## config.mk

```make
export PLATFORM = sky130hd
export DESIGN_NAME = plb_clock_control
export DESIGN_NICKNAME = d
export VERILOG_FILES = /design/src/plb_pkg.sv /design/src/plb_bank_gate.sv /design/src/plb_clock_control.sv /design/src/plb_skew_path.sv
export SDC_FILE = /design/constraint.sdc
export NUM_CORES = 1
export LEC_CHECK = 0
export ABC_AREA = 1
export CAP_MARGIN = 5
export CORE_MARGIN = 2
export CORE_UTILIZATION = 25
export CTS_BUF_LIST = sky130_fd_sc_hd__clkbuf_4
export CTS_CLUSTER_SIZE = 28
export DETAILED_ROUTE_END_ITERATION = 10
export DONT_BUFFER_PORTS = 1
export HOLD_SLACK_MARGIN = 0.05
export PLACE_DENSITY_LB_ADDON = 0.05
export SYNTH_ARGS = -nofsm -noshare
export SYNTH_HDL_FRONTEND = slang
export SYNTH_SLANG_ARGS = --single-unit
```

## constraint.sdc

```tcl
create_clock -name clk -period 3.8 [get_ports clk]
set_input_delay 0.19 -clock clk [delete_from_list [all_inputs] [get_ports clk]]
set_output_delay 0.19 -clock clk [all_outputs]
set_load 0.005 [all_outputs]
```

## src/plb_pkg.sv

```systemverilog
// Shared types, constants and lookup functions for the PLL buffer control
// Assumes a 200 MHz system clock; three-level pins arrive pre-encoded
package plb_pkg;

    // Three-level pin code: low, mid, high
    typedef logic [1:0] plb_tri_t;
    localparam plb_tri_t TRI_LOW  = 2'h0;
    localparam plb_tri_t TRI_MID  = 2'h1;
    localparam plb_tri_t TRI_HIGH = 2'h3;

    // Board pins as seen by the block
    typedef struct packed {
        plb_tri_t             mode;
        logic [1:0]           bankDisable;
        logic                 refLevel;
        logic                 pllLevel;
        logic                 feedbackClockPin;
        plb_tri_t [3:0]       bankOnePhaseSelect;
        plb_tri_t [1:0]       bankTwoPhaseSelect;
        plb_tri_t             fdbkPhaseSelect;
        plb_tri_t [2:0][1:0]  divSelect;
        plb_tri_t             freqSelect;
    } plb_pins_t;

    typedef enum logic [1:0] {
        TST_RUN   = 2'h0,
        TST_COUNT = 2'h1,
        TST_HELD  = 2'h3
    } plb_test_t;

    localparam int BANK_ONE_W  = 4;
    localparam int BANK_TWO_W  = 6;
    localparam int SKEW_GROUPS = 4;
    localparam int SKEW_TAPS   = 17;
    localparam int TAP_W       = 5;

    localparam logic [4:0] SKEW_ONE_BASE = 5'h04;
    localparam logic [4:0] SKEW_ZERO_TAP = 5'h08;
    localparam logic [4:0] SKEW_FB_STEP  = 5'h04;
    localparam logic [3:0] BK2_FOLLOW_A  = 4'h3;
    localparam logic [3:0] BK2_FOLLOW_B  = 4'h5;
    localparam logic [3:0] BK2_ZERO      = 4'h4;

    localparam int CLK_PERIOD_PS         = 5000;
    localparam int PHASE_ERROR_LIMIT_PS  = 10000;
    localparam int PHASE_ERROR_LIMIT_CYC = (PHASE_ERROR_LIMIT_PS / CLK_PERIOD_PS < 1) ?
                                           1 : PHASE_ERROR_LIMIT_PS / CLK_PERIOD_PS;
    localparam int LOCK_ERR_CYCLES  = 4;
    localparam int LOCK_GOOD_CYCLES = 32;
    localparam int TEST_EDGES       = 5;
    localparam int PARK_MAX_CYCLES  = 6;
    localparam int LOCK_CNT_W       = 8;
    localparam int WDOG_DIV_DEF     = 16;
    localparam int WDOG_TICKS_DEF   = 8;

    function automatic logic [1:0] plb_tri_val(plb_tri_t c);
        return c[1] ? 2'h2 : {1'b0, c[0]};
    endfunction : plb_tri_val

    function automatic logic [3:0] plb_pair_idx(plb_tri_t hi, plb_tri_t lo);
        return 4'(3 * plb_tri_val(hi) + plb_tri_val(lo));
    endfunction : plb_pair_idx

    function automatic logic [3:0] plb_div_ratio(logic [3:0] idx);
        case (idx)
            4'h0, 4'h1, 4'h2, 4'h3, 4'h4, 4'h5: return idx + 4'h1;
            4'h6:    return 4'h8;
            4'h7:    return 4'hA;
            default: return 4'hC;
        endcase
    endfunction : plb_div_ratio

endpackage : plb_pkg

```

## src/plb_bank_gate.sv

```systemverilog
// One output bank: drives, parks low at falling edges, or floats
// Assumes clkIn comes from flops on clk
`timescale 1ns/100ps
module plb_bank_gate #(
    parameter int WIDTH = 4
) (
    // Clock and reset
    input  wire logic             clk,
    input  wire logic             reset_n,
    // Control
    input  wire logic [WIDTH-1:0] clkIn,
    input  wire logic             bankOff,
    input  wire logic             hiZMode,
    input  wire logic             forceHiZ,
    // Pins
    output logic [WIDTH-1:0]      q,
    output logic [WIDTH-1:0]      qOe_n
);
    import plb_pkg::*;

    logic [WIDTH-1:0] parked_r;
    logic             parkReq;

    assign parkReq = bankOff && !hiZMode;

    // Park and unpark only while the clock is low
    always_ff @(posedge clk or negedge reset_n) begin
        if (!reset_n) begin
            parked_r <= '0;
            q        <= '0;
        end else begin
            parked_r <= (parked_r & clkIn) | ({WIDTH{parkReq}} & ~clkIn);
            q        <= clkIn & ~parked_r;
        end
    end

    assign qOe_n = {WIDTH{forceHiZ || (bankOff && hiZMode)}};
endmodule : plb_bank_gate

```

## src/plb_clock_control.sv

```systemverilog
// Top of the PLL buffer control: pin sync, test mode, skew, gating, lock
// Assumes asynchronous board pins and static configuration selects
//
// Notes on behaviour
// - each bank has its own disable
// - enabled bank toggles in high or low mode
// - high mode disable floats bank at once
// - low mode disable parks within six cycles
// - outputs park low only at falling edges
// - mid mode means factory test mode
// - phase error beyond limit is flagged
// - four consecutive errors drop lock
// - thirty-two clean cycles raise lock
// - watchdog on divided reference drops lock
// - lock meaningful only with reference toggling
// - test mode uses reference in place of PLL
// - test mode forces feedback input low
// - test mode keeps dividers, skew, lock running
// - mode passing mid briefly enters test mode
// - bank two disable in test resets machines
// - reset state depends on selections
// - held until bank two disable released
// - bank two can follow bank one skew
// - mid/low and mid/high pick bank one pairs
`timescale 1ns/100ps
module plb_clock_control #(
    parameter int CNT_W      = plb_pkg::LOCK_CNT_W,
    parameter int WDOG_DIV   = plb_pkg::WDOG_DIV_DEF,
    parameter int WDOG_TICKS = plb_pkg::WDOG_TICKS_DEF
) (
    // Clock and reset
    input  wire logic                      clk,
    input  wire logic                      reset_n,
    // Board pins
    input  wire plb_pkg::plb_pins_t        pins,
    // Bank one
    output logic [plb_pkg::BANK_ONE_W-1:0] bankOneOutputs,
    output logic [plb_pkg::BANK_ONE_W-1:0] bankOneOe_n,
    // Bank two
    output logic [plb_pkg::BANK_TWO_W-1:0] bankTwoOutputs,
    output logic [plb_pkg::BANK_TWO_W-1:0] bankTwoOe_n,
    // Feedback and lock
    output logic                           feedbackOutput,
    output logic                           lock
);
    import plb_pkg::*;

    localparam int PRE_W  = $clog2(WDOG_DIV);
    localparam int TICK_W = $clog2(WDOG_TICKS + 1);

    ////////////////////////////////////////////////////////////////////////
    // Pin synchronisers and edge detection

    plb_pins_t pinsMeta_r;
    plb_pins_t pins_r;
    logic      refPrev_r;
    logic      srcPrev_r;
    logic      fdbkPrev_r;
    logic      testMode;
    logic      srcLevel;
    logic      fdbkLevel;
    logic      refRise;
    logic      srcRise;
    logic      fdbkRise;

    always_ff @(posedge clk or negedge reset_n) begin
        if (!reset_n) begin
            pinsMeta_r <= '0;
            pins_r     <= '0;
        end else begin
            pinsMeta_r <= pins;
            pins_r     <= pinsMeta_r;
        end
    end

    // No filtering on mode, so a pass through mid is seen
    assign testMode  = (pins_r.mode == TRI_MID);
    assign srcLevel  = testMode ? pins_r.refLevel : pins_r.pllLevel;
    assign fdbkLevel = testMode ? 1'b0 : pins_r.feedbackClockPin;

    always_ff @(posedge clk or negedge reset_n) begin
        if (!reset_n) begin
            refPrev_r  <= 1'b0;
            srcPrev_r  <= 1'b0;
            fdbkPrev_r <= 1'b0;
        end else begin
            refPrev_r  <= pins_r.refLevel;
            srcPrev_r  <= srcLevel;
            fdbkPrev_r <= fdbkLevel;
        end
    end

    assign refRise  = pins_r.refLevel && !refPrev_r;
    assign srcRise  = srcLevel && !srcPrev_r;
    assign fdbkRise = fdbkLevel && !fdbkPrev_r;

    ////////////////////////////////////////////////////////////////////////
    // Deterministic reset sequence in test mode

    plb_test_t state_r;
    plb_test_t state_nxt;
    logic      holdReq;
    logic      holdFsm;
    logic [2:0] edgeCnt_r;

    assign holdReq = testMode && pins_r.bankDisable[1];
    assign holdFsm = (state_r == TST_HELD);

    always_comb begin
        state_nxt = state_r;
        unique case (state_r)
            TST_RUN: begin
                if (holdReq) begin
                    state_nxt = TST_COUNT;
                end
            end
            TST_COUNT: begin
                if (!holdReq) begin
                    state_nxt = TST_RUN;
                end else if (refRise && edgeCnt_r == 3'(TEST_EDGES - 1)) begin
                    state_nxt = TST_HELD;
                end
            end
            TST_HELD: begin
                if (!holdReq) begin
                    state_nxt = TST_RUN;
                end
            end
            default: begin
                state_nxt = TST_RUN;
            end
        endcase
    end

    always_ff @(posedge clk or negedge reset_n) begin
        if (!reset_n) begin
            state_r <= TST_RUN;
        end else begin
            state_r <= state_nxt;
        end
    end

    always_ff @(posedge clk or negedge reset_n) begin
        if (!reset_n) begin
            edgeCnt_r <= '0;
        end else if (state_r != TST_COUNT) begin
            edgeCnt_r <= '0;
        end else if (refRise) begin
            edgeCnt_r <= edgeCnt_r + 3'h1;
        end
    end

    ////////////////////////////////////////////////////////////////////////
    // Skew taps and output paths
    // Groups: 0 bank one pair A, 1 bank one pair B, 2 bank two, 3 feedback

    logic [TAP_W-1:0]       tap [SKEW_GROUPS];
    logic [3:0]             ratio [SKEW_GROUPS];
    logic [3:0]             preset [SKEW_GROUPS];
    logic [SKEW_GROUPS-1:0] grpClk;
    logic [3:0]             bankTwoIdx;
    logic [1:0]             freqVal;

    assign bankTwoIdx = plb_pair_idx(pins_r.bankTwoPhaseSelect[1], pins_r.bankTwoPhaseSelect[0]);
    assign freqVal    = plb_tri_val(pins_r.freqSelect);

    assign tap[0] = SKEW_ONE_BASE + {1'b0, plb_pair_idx(pins_r.bankOnePhaseSelect[1],
                                                        pins_r.bankOnePhaseSelect[0])};
    assign tap[1] = SKEW_ONE_BASE + {1'b0, plb_pair_idx(pins_r.bankOnePhaseSelect[3],
                                                        pins_r.bankOnePhaseSelect[2])};
    assign tap[3] = SKEW_FB_STEP * {3'h0, plb_tri_val(pins_r.fdbkPhaseSelect)} + SKEW_FB_STEP;

    always_comb begin
        if (bankTwoIdx == BK2_FOLLOW_A) begin
            tap[2] = tap[0];
        end else if (bankTwoIdx == BK2_FOLLOW_B) begin
            tap[2] = tap[1];
        end else if (bankTwoIdx == BK2_ZERO) begin
            tap[2] = SKEW_ZERO_TAP;
        end else if (bankTwoIdx < BK2_FOLLOW_A) begin
            tap[2] = {1'b0, bankTwoIdx};
        end else begin
            tap[2] = {1'b0, bankTwoIdx} + SKEW_ZERO_TAP;
        end
    end

    // Dividers keep running in test mode; only hold stops them
    for (genvar g = 0; g < SKEW_GROUPS; g++) begin : g_path
        localparam int DSEL = (g < 2) ? 0 : g - 1;
        logic [3:0] presetRaw;

        assign ratio[g]  = plb_div_ratio(plb_pair_idx(pins_r.divSelect[DSEL][1],
                                                      pins_r.divSelect[DSEL][0]));
        assign presetRaw = {2'h0, freqVal} + {2'h0, tap[g][1:0]};
        assign preset[g] = (presetRaw < ratio[g]) ? presetRaw : 4'h0;

        plb_skew_path u_path (
            .clk      (clk),
            .reset_n  (reset_n),
            .srcLevel (srcLevel),
            .srcRise  (srcRise),
            .hold     (holdFsm),
            .ratio    (ratio[g]),
            .preset   (preset[g]),
            .tap      (tap[g]),
            .pathClk  (grpClk[g])
        );
    end

    assign feedbackOutput = grpClk[3];

    ////////////////////////////////////////////////////////////////////////
    // Bank gating

    logic [1:0] bankOff;
    logic       hiZMode;

    assign bankOff = pins_r.bankDisable & {2{!testMode}};
    assign hiZMode = (pins_r.mode == TRI_HIGH);

    plb_bank_gate #(
        .WIDTH (BANK_ONE_W)
    ) u_bank_one (
        .clk      (clk),
        .reset_n  (reset_n),
        .clkIn    ({grpClk[1], grpClk[1], grpClk[0], grpClk[0]}),
        .bankOff  (bankOff[0]),
        .hiZMode  (hiZMode),
        .forceHiZ (holdReq),
        .q        (bankOneOutputs),
        .qOe_n    (bankOneOe_n)
    );

    plb_bank_gate #(
        .WIDTH (BANK_TWO_W)
    ) u_bank_two (
        .clk      (clk),
        .reset_n  (reset_n),
        .clkIn    ({BANK_TWO_W{grpClk[2]}}),
        .bankOff  (bankOff[1]),
        .hiZMode  (hiZMode),
        .forceHiZ (holdReq),
        .q        (bankTwoOutputs),
        .qOe_n    (bankTwoOe_n)
    );

    ////////////////////////////////////////////////////////////////////////
    // Lock detector
    // Without reference edges the watchdog cannot advance, so lock may be stale

    logic [CNT_W-1:0]  sinceRef_r;
    logic [CNT_W-1:0]  refPeriod_r;
    logic [2:0]        errCnt_r;
    logic [5:0]        goodCnt_r;
    logic [PRE_W-1:0]  wdPre_r;
    logic [TICK_W-1:0] wdTicks_r;
    logic              phaseErr;
    logic              wdTick;
    logic              wdExpire;

    always_ff @(posedge clk or negedge reset_n) begin
        if (!reset_n) begin
            sinceRef_r  <= '0;
            refPeriod_r <= '0;
        end else if (refRise) begin
            sinceRef_r  <= '0;
            refPeriod_r <= sinceRef_r;
        end else if (!(&sinceRef_r)) begin
            sinceRef_r <= sinceRef_r + 1'b1;
        end
    end

    // Error when the offset is beyond the limit on both sides of the reference
    assign phaseErr = (sinceRef_r > CNT_W'(PHASE_ERROR_LIMIT_CYC)) &&
                      ((refPeriod_r - sinceRef_r) > CNT_W'(PHASE_ERROR_LIMIT_CYC));

    always_ff @(posedge clk or negedge reset_n) begin
        if (!reset_n) begin
            errCnt_r <= '0;
        end else if (fdbkRise) begin
            if (!phaseErr) begin
                errCnt_r <= '0;
            end else if (errCnt_r < 3'(LOCK_ERR_CYCLES)) begin
                errCnt_r <= errCnt_r + 3'h1;
            end
        end
    end

    always_ff @(posedge clk or negedge reset_n) begin
        if (!reset_n) begin
            goodCnt_r <= '0;
        end else if (wdExpire || (fdbkRise && phaseErr)) begin
            goodCnt_r <= '0;
        end else if (fdbkRise && goodCnt_r < 6'(LOCK_GOOD_CYCLES)) begin
            goodCnt_r <= goodCnt_r + 6'h01;
        end
    end

    // Watchdog counts divided reference ticks since the last feedback edge
    assign wdTick   = refRise && (wdPre_r == PRE_W'(WDOG_DIV - 1));
    assign wdExpire = wdTick && !fdbkRise && (wdTicks_r == TICK_W'(WDOG_TICKS - 1));

    always_ff @(posedge clk or negedge reset_n) begin
        if (!reset_n) begin
            wdPre_r <= '0;
        end else if (refRise) begin
            wdPre_r <= wdPre_r + 1'b1;
        end
    end

    always_ff @(posedge clk or negedge reset_n) begin
        if (!reset_n) begin
            wdTicks_r <= '0;
        end else if (fdbkRise) begin
            wdTicks_r <= '0;
        end else if (wdTick && wdTicks_r != TICK_W'(WDOG_TICKS - 1)) begin
            wdTicks_r <= wdTicks_r + 1'b1;
        end
    end

    always_ff @(posedge clk or negedge reset_n) begin
        if (!reset_n) begin
            lock <= 1'b0;
        end else if (wdExpire) begin
            lock <= 1'b0;
        end else if (fdbkRise) begin
            if (lock && phaseErr && errCnt_r >= 3'(LOCK_ERR_CYCLES - 1)) begin
                lock <= 1'b0;
            end else if (!lock && !phaseErr && goodCnt_r == 6'(LOCK_GOOD_CYCLES - 1)) begin
                lock <= 1'b1;
            end
        end
    end
endmodule : plb_clock_control

```

## src/plb_skew_path.sv

```systemverilog
// Divider and skew delay line for one output group
// Assumes srcRise is a one-cycle pulse on the source clock rising edge
`timescale 1ns/100ps
module plb_skew_path (
    // Clock and reset
    input  wire logic                      clk,
    input  wire logic                      reset_n,
    // Source
    input  wire logic                      srcLevel,
    input  wire logic                      srcRise,
    input  wire logic                      hold,
    // Selections
    input  wire logic [3:0]                ratio,
    input  wire logic [3:0]                preset,
    input  wire logic [plb_pkg::TAP_W-1:0] tap,
    // Output
    output logic                           pathClk
);
    import plb_pkg::*;

    logic [3:0]           divCnt_r;
    logic [SKEW_TAPS-1:0] line_r;
    logic                 divClk;

    always_ff @(posedge clk or negedge reset_n) begin
        if (!reset_n) begin
            divCnt_r <= '0;
        end else if (hold) begin
            divCnt_r <= preset;
        end else if (srcRise) begin
            divCnt_r <= (divCnt_r >= ratio - 4'h1) ? 4'h0 : divCnt_r + 4'h1;
        end
    end

    assign divClk = (ratio == 4'h1) ? srcLevel : (divCnt_r < ((ratio + 4'h1) >> 1));

    // One tap is one clk cycle of delay
    always_ff @(posedge clk or negedge reset_n) begin
        if (!reset_n) begin
            line_r  <= '0;
            pathClk <= 1'b0;
        end else if (hold) begin
            line_r  <= '0;
            pathClk <= 1'b0;
        end else begin
            line_r  <= {line_r[SKEW_TAPS-2:0], divClk};
            pathClk <= line_r[tap];
        end
    end
endmodule : plb_skew_path

```

==> flow_summary.yaml, run 1 <==
status:
  status: "finished with violations"
  violations: "negative hold slack"
power:
  peakVddDrop_v: 0.000188
  pwr-share-comb: 0.297
  power.density_mw_per_mm2: 597
  p_clk_frac: 0.300
  switchingPower_w: 0.00267
  leakage_nw: 6.52
  p_sw_frac: 0.350
  seqPwrFrac: 0.403
  power_w: 0.00762
  p_int_w: 0.00496
placement:
  dpl_worst_slack_ps: 99.7
  hpwlAfterDp_um: 16200
  numPortBuffers: 0
  place_congestion: 0.721
routing:
  routedWlPerCell_um: 12.9
  wl_um: 24500
  firstDrtPassIters: 4
  dr_wl_met3_um: 971
  antenna_left: 0
  wl_met2_um: 11100
  num_vias: 7890
  dr.max_layer_used: "met4"
  drc: 0
  drt_iter0_drc: 229
  wl_met1_um: 11600
  vias_per_cell: 4.15
sta:
  setup_viol: 0
  clock_skew_ps: 44.8
  max_freq_mhz: 275
  setup_slack_ps: 159
  worst_pin_slew_ps: 802
  finalCritPeriodShare: 0.958
  hold_viol_final: 202
  hold_ws_ps: -823
  maxSlewViolCount: 0
  relSlewSlack: 0.466
  period_minus_slack_ps: 3640
  finalSetupTns_ps: 0
setup_path:
  r2r_cells: 19
  cp-end-kind: "register"
  worstPathRequired_ps: 4440
  criticalPathCategory: "register to register"
  start_kind: "register"
  worstPathMaxFanout: 4
  worst-endpoint-arrival_ps: 4280
floorplan:
  io_pins: 59
  dieArea_mm2: 0.0434
  start_util: 0.255
  die_h_um: 208
  core_mm2: 0.0410
  die_w_um: 208
  rows: 74
synth:
  synth.area.top_cells: "dfrtp_1 (48%), ha_1 (11%), inv_1 (7.6%)"
  ys_dominant_reg_cell: "dfrtp_1"
  synth_edf_count: 0
  ys_ff_latch: 202
  netlist_area_mm2: 0.0104
  syn_avg_cell_area_um2: 8.73
  synth_nets: 1333
  synth_common_cells: "inv_1 (212), dfrtp_1 (202), nand2_1 (198)"
  ys_seq_area_frac: 0.484
  yosys_warnings: 0
  ys_types: 45
  netlist_instances: 1196
  synthArstFlopShare: 1.00
  yosys.area.top_type: "dfrtp_1"
  synth_most_common_cell: "inv_1"
  yosysTopAreaCellShare: 0.484
global_route:
  grt_pass1_wl_um: 41400
  antenna_found_initial: 2
  overflow: 0
  grt_max_degree: 203
  grt_pass1_vias: 8166
  grt_use_total: 0.120
clock_network:
  cts_tree: "yes"
  cts.sinks: 202
  clkTransAtPathRegs_ps: 60
  numCtsBuffers: 66
  clockBufferDepth: 3
  root_buffer: "clkbuf_4"
  htreeDepth: 3
  clock_latency_ps: 730
  holdBufCountCts: 70
job:
  drv_cap: 0
worst_hold_path:
  min_path_type: "input pin to asynchronous set/reset pin"
finish:
  layout-drive-gt1-share: 0.127
  final_nets: 1464
  area_growth_pct: 22.2
  fill_cells: 4356
==> timing repair <==
action                     4_1_cts  5_1_grt
setup endpoints to repair        0       13
resized for setup                0       29
buffers inserted                 0        6
hold endpoints to repair       237      202
==> routing by layer <==
metal / track usage / vias up
li1: - / 4069
met1: 0.149 / 3668
met2: 0.189 / 94
met3: 0.0370 / 59
met4: 0.0556 / 0
met5: 0 / -
==> power by group through the flow <==
stage          clock [W]  sequential, W  combinational [W]
6_report         0.00229        0.00307            0.00226
5_1_grt          0.00254        0.00316            0.00273
4_1_cts          0.00244        0.00308            0.00225
3_5_place_dp           0        0.00311            0.00218
3_3_place_gp           0        0.00312            0.00217
2_1_floorplan          0        0.00299            0.00177
==> path summary, 6_finish.rpt <==
kind / start / endpoint / slack [ps]
min in group clk: pinsMeta_r[2] / pins_r[2] / 340
max in group asynchronous: reset_n / sinceRef_r[4] / 3970
worst min-delay path: reset_n / pinsMeta_r[5] / -820
worst max register to register: pins_r[19] / g_path[2].u_path.divCnt_r[1] / 160
worst min register to register: pinsMeta_r[2] / pins_r[2] / 340
worst max-delay path: pins_r[19] / g_path[2].u_path.divCnt_r[1] / 160
==> area by class of cell <==
class                           count  area [µm²]  area share
Clock inverter                     14         110     0.00863
Sequential cell                   202        5050       0.396
Multi-Input combinational cell    743        4500       0.352
Tap cell                          532         666      0.0521
Clock buffer                       95         713      0.0559
Timing Repair Buffer               96         900      0.0705
Inverter                          218         821      0.0643
Antenna cell                        2        5.00    0.000392
==> cells in the final DEF, fill, tap and decap left out, drive strengths merged, types with 25 or more instances in the layout <==
cell         instances
nand2              202
nand3               81
ha                  93
dlygate4sd3         70
clkbuf              95
o21ai               57
dfrtp              202
buf                 26
nand4               25
a21oi               52
inv                218
nor2               146
==> state kept, by name, summed over array words and instances (netlist names), 3 cells and up, named ones only <==
name                    cells
pins_r                     35
wdTicks_r                   4
refPeriod_r                 8
sinceRef_r                  8
pinsMeta_r                 35
g_path.u_path.divCnt_r     16
errCnt_r                    3
wdPre_r                     4
g_path.u_path.line_r       64
g_path.u_path.pathClk       4
edgeCnt_r                   3
goodCnt_r                   6
==> cells by family after synthesis <==
family / count (synthesis) / synth area share
buffers and inverters: 251 / 0.0973
AOI/OAI and AO/OA: 138 / 0.0727
xor gates and xnor gates: 27 / 0.0226
DFF: 202 / 0.484
adders and majority gates: 100 / 0.125
and+or+nand+nor: 478 / 0.199
==> critical path, cell delays in order, from the launching register on <==
cell and delay, ps:
dfrtp_1 400, or2_4 240, ha_4 210, ha_2 180
fa_1 540, nor2_2 160, nand3_2 100, inv_2 100
nand2_2 70, nand2_2 90, ha_4 120, inv_1 50
fa_1 560, inv_1 50, ha_1 280, nand2_1 60
nand2_1 60, nand2_2 90, nand3_2 80, a21oi_2 140
==> per-stage QoR <==
step | utilization | std cells | instance area (µm²)
finish | 0.311 | 1902 | 12800
global route | 0.311 | 1902 | 12800
global placement | 0.270 | 1715 | 11100
floorplan | - | 1196 | 10400
CTS | 0.307 | 1894 | 12600
detailed placement | 0.270 | 1715 | 11100
Power figures use the tool's default switching activity.
==> run 2, diff against run 1 <==
--- a/config.mk
+++ b/config.mk
@@ -8,7 +8,7 @@
 export ABC_AREA = 1
 export CAP_MARGIN = 5
 export CORE_MARGIN = 2
-export CORE_UTILIZATION = 25
+export CORE_UTILIZATION = 50
 export CTS_BUF_LIST = sky130_fd_sc_hd__clkbuf_4
 export CTS_CLUSTER_SIZE = 28
 export DETAILED_ROUTE_END_ITERATION = 10
==> run 2 against run 1 <==
  * The flow still finishes with violations (negative hold slack)
  * Cell area decreased by 6.5%
  * Clock skew up 4.9 ps
  * Highest routed layer unchanged
  * Global-route usage grew 7.4 points
  * Die area down 49%
  * Total power fell by 7.9%
  * Critical endpoint is now g_path[2].u_path.divCnt_r[2]
  * Via count shrank 2.3%
  * Non-clock buffer count decreased by 29
  * Core utilization rose by 27 points
  * Clock power decreased by 23%
  * Sequential power about the same
  * Wire length is 17% lower
==> flow_summary.yaml, run 2 (synthesis results as in run 1) <==
sta:
  max_freq_mhz: 281
  hold_ws_ps: -756
  setup_viol: 0
  worst_pin_slew_ps: 731
  period_minus_slack_ps: 3560
  clock_skew_ps: 49.7
  relSlewSlack: 0.512
  finalCritPeriodShare: 0.937
  maxSlewViolCount: 0
  hold_viol_final: 202
setup_path:
  cp_slowest_cell: "fa_1"
  crit_chain: "or2_4 -> ha_4 -> ha_4 -> fa_1 -> nor2_1 -> nand3_1 -> buf_6 -> nand3_2 -> nand2_2 -> ha_1 -> inv_1 -> fa_1 -> inv_1 -> ha_1 -> nand2_1 -> nand2_1 -> nand2_2 -> nand3_1 -> a21oi_1"
  cp-end-kind: "register"
  worst-endpoint-arrival_ps: 4130
  critPathMaxStageDelay_ps: 540
  worstPathRequired_ps: 4370
  criticalPathCategory: "register to register"
  worstPathMaxFanout: 3
  start_kind: "register"
finish:
  reg.largest.list: "g_path.u_path.line_r x64, pinsMeta_r x35, pins_r x35"
  instances_no_fill: 1594
  layout_common_cells: "inv_1 (211), dfrtp_1 (202), nand2_1 (195)"
  layout_commonest_cell: "inv_1"
  largest-register: "g_path.u_path.line_r"
  final_nets: 1422
  final_cell_area_mm2: 0.0119
  fin_util: 0.586
  area_growth_pct: 14.3
  largest_register_ffs: 64
  layout-drive-gt1-share: 0.0990
global_route:
  grt_max_degree: 203
  antenna_found_initial: 1
  grt_use_total: 0.194
  overflow: 0
  grt_pass1_wl_um: 35100
  grt_pass1_vias: 7569
floorplan:
  core_mm2: 0.0204
  die_h_um: 149
  dieArea_mm2: 0.0221
  io_pins: 59
  rows: 52
  start_util: 0.513
  die_w_um: 149
routing:
  drc: 0
  vias_per_cell: 4.83
  drt_iter0_drc: 362
  routedWlPerCell_um: 12.8
  wl_um: 20400
  firstDrtPassIters: 5
  num_vias: 7705
  antenna_left: 0
status:
  status: "finished with violations"
  violations: "negative hold slack"
placement:
  place_area_mm2: 0.0107
  hpwlAfterDp_um: 13700
  dp.cells: 1446
  numPortBuffers: 0
  place_congestion: 0.812
clock_network:
  cts_tree: "yes"
  cts.sinks: 202
  clockBufferDepth: 3
  clkTransAtPathRegs_ps: 70
  clock_latency_ps: 670
  htreeDepth: 2
  numCtsBuffers: 53
  root_buffer: "clkbuf_4"
power:
  power.density_mw_per_mm2: 588
  peakVddDrop_v: 0.000295
  leakage_nw: 6.28
  power_w: 0.00702
job:
  drv_cap: 0
worst_hold_path:
  min_path_type: "input pin to asynchronous set/reset pin"
## run 2: cell count changes in the layout (fill, tap and decap cells not counted), sizes merged
cell | before | now
clkbuf | 95 | 70
bufinv | 2 | 0
clkinv | 11 | 22
buf | 26 | 15
diode | 2 | 1
dlygate4sd3 | 70 | 52
## run 2: cell type report
type                       count  area, µm²
tap                          270        338
fill                        1922       8430
multi-input combinational    743       4450
timing repair buffer          67        637
clock inverter                23        108
sequential                   202       5050
antenna                        1       2.50
inverter                     218        821
clock buffer                  70        526
## run 2: layer usage
layer | part of all wire | vias to the layer above | global-route usage
li1 | - | 3981 | -
met1 | 0.47 | 3552 | 0.260
met3 | 0.039 | 41 | 0.0402
met4 | 0.022 | 0 | 0.0619
met5 | 0 | - | 0
met2 | 0.46 | 131 | 0.317
## run 2: power by group
group	internal (W)	switching, W
combinational	0.000939	0.00125
clock	0.000868	0.000895
sequential	0.00271	0.000356
total	0.00452	0.00250
## run 2: metrics by stage
| stage | hold WS, ps | setup TNS, ps | worst slack [ps] |
|---|---|---|---|
| finish | -756 | 0 | 239 |
| global route | -815 | -12.9 | -7.22 |
| CTS | -834 | 0 | 73.6 |
| detailed placement | -99.7 | 0 | 136 |
| global placement | -100 | 0 | 196 |
| floorplan | -106 | 0 | 80.3 |
## run 2: worst max-delay path: cells and delay by family, from the launching register on
kind | cells | cell delay [ps]
adders and majority gates | 6 | 1840
DFF | 1 | 410
AOI/OAI and AO/OA | 1 | 140
and+or+nand+nor | 9 | 880
buffers and inverters | 3 | 220
## run 2: what timing repair did
item | 4_1_cts | 5_1_grt
hold endpoints to repair | 237 | 205
resized for setup | 0 | 17
setup endpoints to repair | 0 | 17
hold buffers | 49 | 3
setup buffers | 0 | 2
## run 2: worst paths after layout
| check | slack (ps) | cells past startpoint | start | end |
|---|---|---|---|---|
| worst max-delay path | 240 | 19 | pins_r[19] | g_path[2].u_path.divCnt_r[2] |
| worst min-delay path | -760 | 0 | reset_n | pins_r[2] |
| worst max register to register | 240 | 19 | pins_r[19] | g_path[2].u_path.divCnt_r[2] |
| worst min register to register | 350 | 0 | pinsMeta_r[14] | pins_r[14] |
| max in group asynchronous | 4000 | 0 | reset_n | pinsMeta_r[24] |
| min in group clk | 100 | 1 | pins[18] | pinsMeta_r[18] |
